**config.mk**
```make
export PLATFORM = sky130hd
export DESIGN_NAME = uncorr_err_report
export DESIGN_NICKNAME = d
export VERILOG_FILES = /design/src/rtl/uncorr_err_pkg.sv /design/src/rtl/sticky_flag_bank.sv /design/src/rtl/uncorr_err_report.sv
export SDC_FILE = /design/constraint.sdc
export NUM_CORES = 1
export LEC_CHECK = 0
export ABC_CLOCK_PERIOD_IN_PS = 3400
export BUFFER_PORTS_ARGS = -buffer_cell sky130_fd_sc_hd__buf_2
export CAP_MARGIN = 25
export CORE_ASPECT_RATIO = 1.1
export CORE_MARGIN = 3
export CORE_UTILIZATION = 25
export DETAILED_ROUTE_END_ITERATION = 8
export GPL_TIMING_DRIVEN = 1
export SLEW_MARGIN = 20
export SYNTH_ARGS = -nofsm -noshare
export SYNTH_HDL_FRONTEND = slang
export SYNTH_SLANG_ARGS = --single-unit
```
**constraint.sdc**
```tcl
create_clock -name i_clock -period 3.4 [get_ports i_clock]
set_input_delay 0.51 -clock i_clock [delete_from_list [all_inputs] [get_ports i_clock]]
set_output_delay 0.51 -clock i_clock [all_outputs]
set_load 0.02 [all_outputs]
```
**src/rtl/uncorr_err_pkg.sv**
```systemverilog
package uncorr_err_pkg;

   // ==========================================================
   // sticky flag positions in the flag vector
   localparam int unsigned NUM_FLAGS          = 12;
   localparam int unsigned PRI_DETECTED_PAR   = 0;
   localparam int unsigned PRI_SYSTEM_ERR     = 1;
   localparam int unsigned FATAL_DETECTED     = 2;
   localparam int unsigned NONFATAL_DETECTED  = 3;
   localparam int unsigned SEC_DETECTED_PAR   = 4;
   localparam int unsigned SEC_MASTER_PAR     = 5;
   localparam int unsigned SEC_SYSTEM_ERR     = 6;
   localparam int unsigned SEC_TARGET_ABORT   = 7;
   localparam int unsigned SEC_UNCORR_DATA    = 8;
   localparam int unsigned SEC_PAR_REPORT     = 9;
   localparam int unsigned SEC_SYSERR_SEEN    = 10;
   localparam int unsigned SEC_UNCORR_ADDR    = 11;

   // ==========================================================
   // reset values
   localparam logic [NUM_FLAGS-1:0] FLAGS_RESET = 12'h000;

   // ==========================================================
   // parity-error pin driver states
   typedef enum logic [2:0] {
      PERR_IDLE    = 3'b001,
      PERR_ASSERT  = 3'b010,
      PERR_RESTORE = 3'b100
   } perr_state_t;

endpackage

```
**src/rtl/sticky_flag_bank.sv**
```systemverilog
`timescale 1ns/1ps
module sticky_flag_bank #(
   parameter int unsigned WIDTH = uncorr_err_pkg::NUM_FLAGS
) (
   // clock and reset
   input  wire logic             i_clock,
   input  wire logic             i_rst,
   // set and clear strobes
   input  wire logic [WIDTH-1:0] i_set,
   input  wire logic [WIDTH-1:0] i_clear,
   // held flags
   output logic      [WIDTH-1:0] o_flags
);

   logic [WIDTH-1:0] flags_r;
   logic [WIDTH-1:0] flags_nxt;

   // ==========================================================
   // per-bit sticky logic
   genvar g;
   generate
      for (g = 0; g < WIDTH; g++) begin : g_flag
         // a set in the clearing cycle wins so no event is lost
         always_comb begin
            flags_nxt[g] = (flags_r[g] & ~i_clear[g]) | i_set[g];
         end
      end
   endgenerate

   always_ff @(posedge i_clock) begin
      if (i_rst) begin
         flags_r <= uncorr_err_pkg::FLAGS_RESET;
      end else begin
         flags_r <= flags_nxt;
      end
   end

   assign o_flags = flags_r;

endmodule // sticky_flag_bank

```
**src/rtl/uncorr_err_report.sv**
```systemverilog
// What this block does
// - pcie-side immediate data error sets parity, severity and data-error flags
// - that error drives parity pin and master parity flag if response enabled
// - primary system error flag needs error message sent and enable set
// - parity pin on non-posted forward sets severity, report seen, maybe master
// - parity pin on posted forward sets report seen, maybe master flag
// - system error pin seen sets secondary system error and seen flags
// - pci non-posted write data error sets severity, parity, data-error flags
// - pci posted write data error drives parity pin only if enabled
// - pci posted write data error sets severity, parity, data, maybe master
// - delayed read completion data error sets severity and report seen
// - address error sets parity, target abort and address-error flags
`timescale 1ns/1ps
module uncorr_err_report (
   // clock and reset
   input  wire logic                  i_clock,
   input  wire logic                  i_rst,
   // configuration
   input  wire logic                  i_secondary_parity_response_enable,
   input  wire logic                  i_system_error_enable,
   // error events, one-cycle pulses
   input  wire logic                  i_pcie_imm_data_err,
   input  wire logic                  i_perr_nonposted_fwd,
   input  wire logic                  i_perr_posted_fwd,
   input  wire logic                  i_serr_fwd,
   input  wire logic                  i_pci_nonposted_data_err,
   input  wire logic                  i_pci_posted_data_err,
   input  wire logic                  i_delayed_read_data_err,
   input  wire logic                  i_addr_err,
   input  wire logic                  i_err_is_fatal,
   input  wire logic                  i_err_msg_sent,
   // software write-one-to-clear strobes, one bit per flag
   input  wire logic [11:0]           i_flag_clear,
   // parity error pin, active low
   input  wire logic                  i_bus_parity_error_pin_n,
   output logic                       o_bus_parity_error_pin_n,
   output logic                       o_bus_parity_error_pin_oe,
   // status flags
   output logic                       o_pri_detected_parity_flag,
   output logic                       o_pri_system_error_flag,
   output logic                       o_fatal_error_detected,
   output logic                       o_nonfatal_error_detected,
   output logic                       o_sec_detected_parity_flag,
   output logic                       o_master_parity_error_flag,
   output logic                       o_sec_system_error_flag,
   output logic                       o_target_abort_signaled,
   output logic                       o_sec_uncorrectable_data_error,
   output logic                       o_sec_parity_report_seen,
   output logic                       o_sec_system_error_seen,
   output logic                       o_sec_uncorrectable_address_error
);

   // one bit per status flag, in the order of the clear strobes
   localparam int unsigned NF = uncorr_err_pkg::NUM_FLAGS;

   // flag decode
   logic [NF-1:0]               flag_set;
   logic [NF-1:0]               flags;
   logic                        sev_event;
   logic                        uncorr_data_event;
   logic                        master_par_event;
   logic                        par_report_event;
   logic                        sec_par_event;
   // parity pin driver
   logic                        perr_request;
   uncorr_err_pkg::perr_state_t perr_state_r;
   uncorr_err_pkg::perr_state_t perr_state_nxt;
   logic                        perr_n_r;
   logic                        perr_n_nxt;
   logic                        perr_oe_r;
   logic                        perr_oe_nxt;

   // ==========================================================
   // event decode into flag set strobes
   always_comb begin
      flag_set = '0;
      // events that count towards pcie device severity
      sev_event = i_pcie_imm_data_err
                | i_perr_nonposted_fwd
                | i_pci_nonposted_data_err
                | i_pci_posted_data_err
                | i_delayed_read_data_err;
      // an address error is left out of severity; it is reported through
      // the secondary flags and, if a message went out, the system flag
      // data errors kept in the secondary data-error record
      uncorr_data_event = i_pcie_imm_data_err
                        | i_pci_nonposted_data_err
                        | i_pci_posted_data_err;
      // parity trouble seen or caused by the bridge as bus master
      master_par_event  = i_pcie_imm_data_err
                        | i_perr_nonposted_fwd
                        | i_perr_posted_fwd
                        | i_pci_posted_data_err;
      // parity reported by the far agent, and bad delayed read data
      par_report_event  = i_perr_nonposted_fwd
                        | i_perr_posted_fwd
                        | i_delayed_read_data_err;
      // bad parity caught by the bridge as secondary target
      sec_par_event     = i_pci_nonposted_data_err
                        | i_pci_posted_data_err
                        | i_addr_err;
      // severity is the level that arrives with the event pulse
      flag_set[uncorr_err_pkg::FATAL_DETECTED]    = sev_event & i_err_is_fatal;
      flag_set[uncorr_err_pkg::NONFATAL_DETECTED] = sev_event &
                                                    ~i_err_is_fatal;
      flag_set[uncorr_err_pkg::PRI_DETECTED_PAR]  = i_pcie_imm_data_err;
      flag_set[uncorr_err_pkg::SEC_UNCORR_DATA]   = uncorr_data_event;
      flag_set[uncorr_err_pkg::SEC_MASTER_PAR]    =
         i_secondary_parity_response_enable & master_par_event;
      flag_set[uncorr_err_pkg::SEC_PAR_REPORT]    = par_report_event;
      flag_set[uncorr_err_pkg::SEC_SYSTEM_ERR]    = i_serr_fwd;
      flag_set[uncorr_err_pkg::SEC_SYSERR_SEEN]   = i_serr_fwd;
      flag_set[uncorr_err_pkg::SEC_DETECTED_PAR]  = sec_par_event;
      flag_set[uncorr_err_pkg::SEC_TARGET_ABORT]  = i_addr_err;
      flag_set[uncorr_err_pkg::SEC_UNCORR_ADDR]   = i_addr_err;
      // the message itself is built elsewhere; only its sending is seen
      flag_set[uncorr_err_pkg::PRI_SYSTEM_ERR] = i_err_msg_sent &
                                                 i_system_error_enable;
   end

   // ==========================================================
   // sticky flags
   // a new event in the clearing cycle wins inside the bank, so
   // software never wipes out a report it has not yet read
   sticky_flag_bank #(
      .WIDTH (NF)
   ) u_flags (
      .i_clock (i_clock),
      .i_rst   (i_rst),
      .i_set   (flag_set),
      .i_clear (i_flag_clear),
      .o_flags (flags)
   );

   // ==========================================================
   // parity error pin driver
   // one cycle low, then one cycle driven high before release so the
   // shared pull-up line is not left to float up slowly
   assign perr_request = i_secondary_parity_response_enable &
                         (i_pcie_imm_data_err
                          | i_pci_posted_data_err);

   always_comb begin
      perr_state_nxt = perr_state_r;
      perr_n_nxt     = 1'b1;
      perr_oe_nxt    = 1'b0;
      case (perr_state_r)
         uncorr_err_pkg::PERR_IDLE: begin
            if (perr_request) begin
               perr_state_nxt = uncorr_err_pkg::PERR_ASSERT;
               perr_n_nxt     = 1'b0;
               perr_oe_nxt    = 1'b1;
            end
         end
         uncorr_err_pkg::PERR_ASSERT: begin
            // a request here extends the low phase by one cycle
            if (perr_request) begin
               perr_n_nxt  = 1'b0;
            end else begin
               perr_state_nxt = uncorr_err_pkg::PERR_RESTORE;
            end
            perr_oe_nxt = 1'b1;
         end
         uncorr_err_pkg::PERR_RESTORE: begin
            // a request here pulls the line low again at once
            if (perr_request) begin
               perr_state_nxt = uncorr_err_pkg::PERR_ASSERT;
               perr_n_nxt     = 1'b0;
               perr_oe_nxt    = 1'b1;
            end else begin
               perr_state_nxt = uncorr_err_pkg::PERR_IDLE;
            end
         end
         default: begin
            // a stray code falls back to idle with the pin released
            perr_state_nxt = uncorr_err_pkg::PERR_IDLE;
         end
      endcase
   end

   always_ff @(posedge i_clock) begin
      if (i_rst) begin
         perr_state_r <= uncorr_err_pkg::PERR_IDLE;
         perr_n_r     <= 1'b1;
         perr_oe_r    <= 1'b0;
      end else begin
         perr_state_r <= perr_state_nxt;
         perr_n_r     <= perr_n_nxt;
         perr_oe_r    <= perr_oe_nxt;
      end
   end

   // ==========================================================
   // outputs, all from flip-flops
   // the flags are the bank's own registers, passed through unchanged
   assign o_bus_parity_error_pin_n  = perr_n_r;
   assign o_bus_parity_error_pin_oe = perr_oe_r;
   assign o_pri_detected_parity_flag =
      flags[uncorr_err_pkg::PRI_DETECTED_PAR];
   assign o_pri_system_error_flag    = flags[uncorr_err_pkg::PRI_SYSTEM_ERR];
   assign o_fatal_error_detected     = flags[uncorr_err_pkg::FATAL_DETECTED];
   assign o_nonfatal_error_detected  =
      flags[uncorr_err_pkg::NONFATAL_DETECTED];
   assign o_sec_detected_parity_flag =
      flags[uncorr_err_pkg::SEC_DETECTED_PAR];
   assign o_master_parity_error_flag = flags[uncorr_err_pkg::SEC_MASTER_PAR];
   assign o_sec_system_error_flag    = flags[uncorr_err_pkg::SEC_SYSTEM_ERR];
   assign o_target_abort_signaled    =
      flags[uncorr_err_pkg::SEC_TARGET_ABORT];
   assign o_sec_uncorrectable_data_error =
      flags[uncorr_err_pkg::SEC_UNCORR_DATA];
   assign o_sec_parity_report_seen   = flags[uncorr_err_pkg::SEC_PAR_REPORT];
   assign o_sec_system_error_seen    = flags[uncorr_err_pkg::SEC_SYSERR_SEEN];
   assign o_sec_uncorrectable_address_error =
      flags[uncorr_err_pkg::SEC_UNCORR_ADDR];

   // the pin's own level is only looked at by the bus logic that
   // produces the forwarding events; kept here for a uniform pin bundle
   logic unused_pin;
   assign unused_pin = i_bus_parity_error_pin_n;

endmodule // uncorr_err_report
```
==> results_dict.tcl <==
set metrics [dict create \
    vdd_drop_max_mv 0.228 \
    grt_pass1_wl_um 2500 \
    status "finished clean" \
    r2r_start "perr_state_r[2]$_SDFFE_PP0P_" \
    clock-sinks 17 \
    row_count 18 \
    vias 623 \
    syn-num-nets 98 \
    clk_latency_ps 280 \
    crit_family "flip-flops" \
    dieHeight_um 59.2 \
    hold_slack_ps 464 \
    setup_tns_ps 0 \
    initial_utilization 0.275 \
    synth-seq-area-share 0.528 \
    clock_path_buffers 2 \
    final_core_util 0.382 \
    cp-startpoint "u_flags.o_flags[8]$_SDFF_PP0_" \
    grt_max_degree 18 \
    grt_usage 0.104 \
    postCtsHoldBufs 0 \
    die_w_um 54.4 \
    criticalPathCategory "flop to output port" \
    setup_violations 0 \
    port_buffers 39 \
    path_cells "buf_2" \
    postCtsSetupRepairBufs 0 \
    drt-pass1-iter-count 4 \
    hold_start "i_system_error_enable" \
    diodes 0 \
    drt_iter0_drc 6 \
    nets 140 \
    yosys.area.top_type "dfxtp_1" \
    place_congestion 0.712 \
    regToRegSetupSlack_ps 2230 \
    max_stage_delay_ps 350 \
    hold_viol 0 \
    synth_top_area_share 0.528 \
    cts_tree "built" \
    cp-end-kind "output port" \
    hpwlAfterDp_um 1160 \
    antenna_found_initial 0 \
    yosysWarnings 0 \
    grt_overflow 0 \
    tightestPinTransition_ps 367 \
    avgRoutedWirePerCell_um 10.1 \
    ctsResizeCount 0 \
    fin_crit_ps 1300 \
    max_freq_mhz 766 \
    final_cell_area_um2 896 \
    io_pins 41 \
    ant_nets 0 \
    place_area_um2 870 \
    fin_crit_sh 0.384 \
    core_mm2 0.00234 \
    worstSetupPathDepth 1 \
    die-area_mm2 0.00322 \
    reg2reg_depth 2 \
    cts_buffers 3 \
    drcViolationCount 0 \
    cp_num_buf_inv 1 \
    rsz0062_at_grt "false" \
    slew_headroom 0.754 \
    slew_viol_final 0 \
    finClkSkew_ps 4.46 \
    power_uw 390 \
    area_delta_synth_final_pct 39.0 \
    synth.distinct_cells 22 \
    grt_pass1_vias 625 \
    h-tree-depth 1 \
    crit_required_ps 2890 \
    synth_seq_cells 17 \
    min_path_cells 3 \
    cap_violations 0 \
    avgSynthCellArea_um2 9.08 \
    layout-drive-gt1-share 0.411 \
    start_kind "flop" \
    root_buffer "clkbuf_4" \
    vias_per_cell 4.39 \
    p_per_area_mw_per_mm2 435 \
    cpMaxStageDelayCell "dfxtp_1" \
    hold_path.class "input port to flop" \
    drt-total-wl_um 1440 \
    yosys-top-cells-area "dfxtp_1, a21oi_1, nand2b_1, nor2_1, inv_1" \
    path_clk_slew_ps 100 \
    worstPathMaxFanout 2 \
    p_leak_nw 0.461 \
    worstPathArrival_ps 790 \
    syn_inst 71 \
    syn-cell-area_um2 644 \
]
[cells by family (layout without fill, tap and decap cells)]
logic type,after synthesis,in the layout,share of synthesized area
flops,17,17,0.528
buf+inv,7,48,0.0408
simple gates,26,26,0.221
compound gates,21,21,0.210
[flip-flops by register name, indices dropped and copies added (netlist names)]
register and count:
u_flags.o_flags 12, perr_state_r 3, o_bus_parity_error_pin_n 1, o_bus_parity_error_pin_oe 1
[metrics by stage]
stage               instances  setup slack (ps)
floorplan                  71              2210
global placement          138              2060
detailed placement        138              2040
CTS                       142              2080
global route              142              2040
finish                    142              2100
[layer usage]
metal / global-route usage / up-vias / wire [µm]
met5: 0 / - / 0
met1: 0.124 / 275 / 607
met2: 0.164 / 23 / 710
met3: 0.0252 / 2 / 107
met4: 0.0641 / 0 / 12
li1: - / 323 / -
[report_power, final]
part / switching, mW / internal, mW / leakage (nW)
clock network: 0.0591 / 0.0455 / 0.0150
logic: 0.0371 / 0.0308 / 0.305
registers: 0.00579 / 0.212 / 0.142
[cell usage after synthesis]
master    instances
a211o_1           1
a211oi_1          2
a21o_1            2
a21oi_1          10
a21oi_2           1
a31oi_1           1
clkbuf_1          2
dfxtp_1          17
inv_1             5
nand2_1           1
nand2b_1          8
nor2_1           10
nor2b_1           1
nor3_1            2
nor4b_1           1
o21ai_0           1
o21ai_2           1
o21ba_1           1
o21bai_1          1
or2_2             1
or3b_1            1
or3b_4            1
[cell type report]
class | instances | area (µm²)
clock buffers | 4 | 26.3
multi-input cells | 47 | 278
repair buffers | 39 | 195
fillers | 252 | 1450
well taps | 30 | 37.5
inverters | 5 | 18.8
flip-flops and latches | 17 | 340
[placed cells by master (no fill, tap or decap), drive strengths merged]
cell / synthesis / layout
buf: 0 / 39
or3b: 2 / 2
o21bai: 1 / 1
inv: 5 / 5
o21ba: 1 / 1
a21oi: 11 / 11
nor2: 10 / 10
clkbuf: 2 / 4
nor4b: 1 / 1
nand2: 1 / 1
o21ai: 2 / 2
dfxtp: 17 / 17
a21o: 2 / 2
a31oi: 1 / 1
or2: 1 / 1
nor2b: 1 / 1
a211o: 1 / 1
nand2b: 8 / 8
a211oi: 2 / 2
nor3: 2 / 2
[final timing paths]
| path | end |
|---|---|
| max | o_sec_uncorrectable_data_error |
| min | u_flags.o_flags[1]$_SDFF_PP0_ |
| max reg2reg | o_bus_parity_error_pin_n$_SDFF_PP1_ |
| min reg2reg | u_flags.o_flags[4]$_SDFF_PP0_ |
Power figures use the tool's default switching activity.
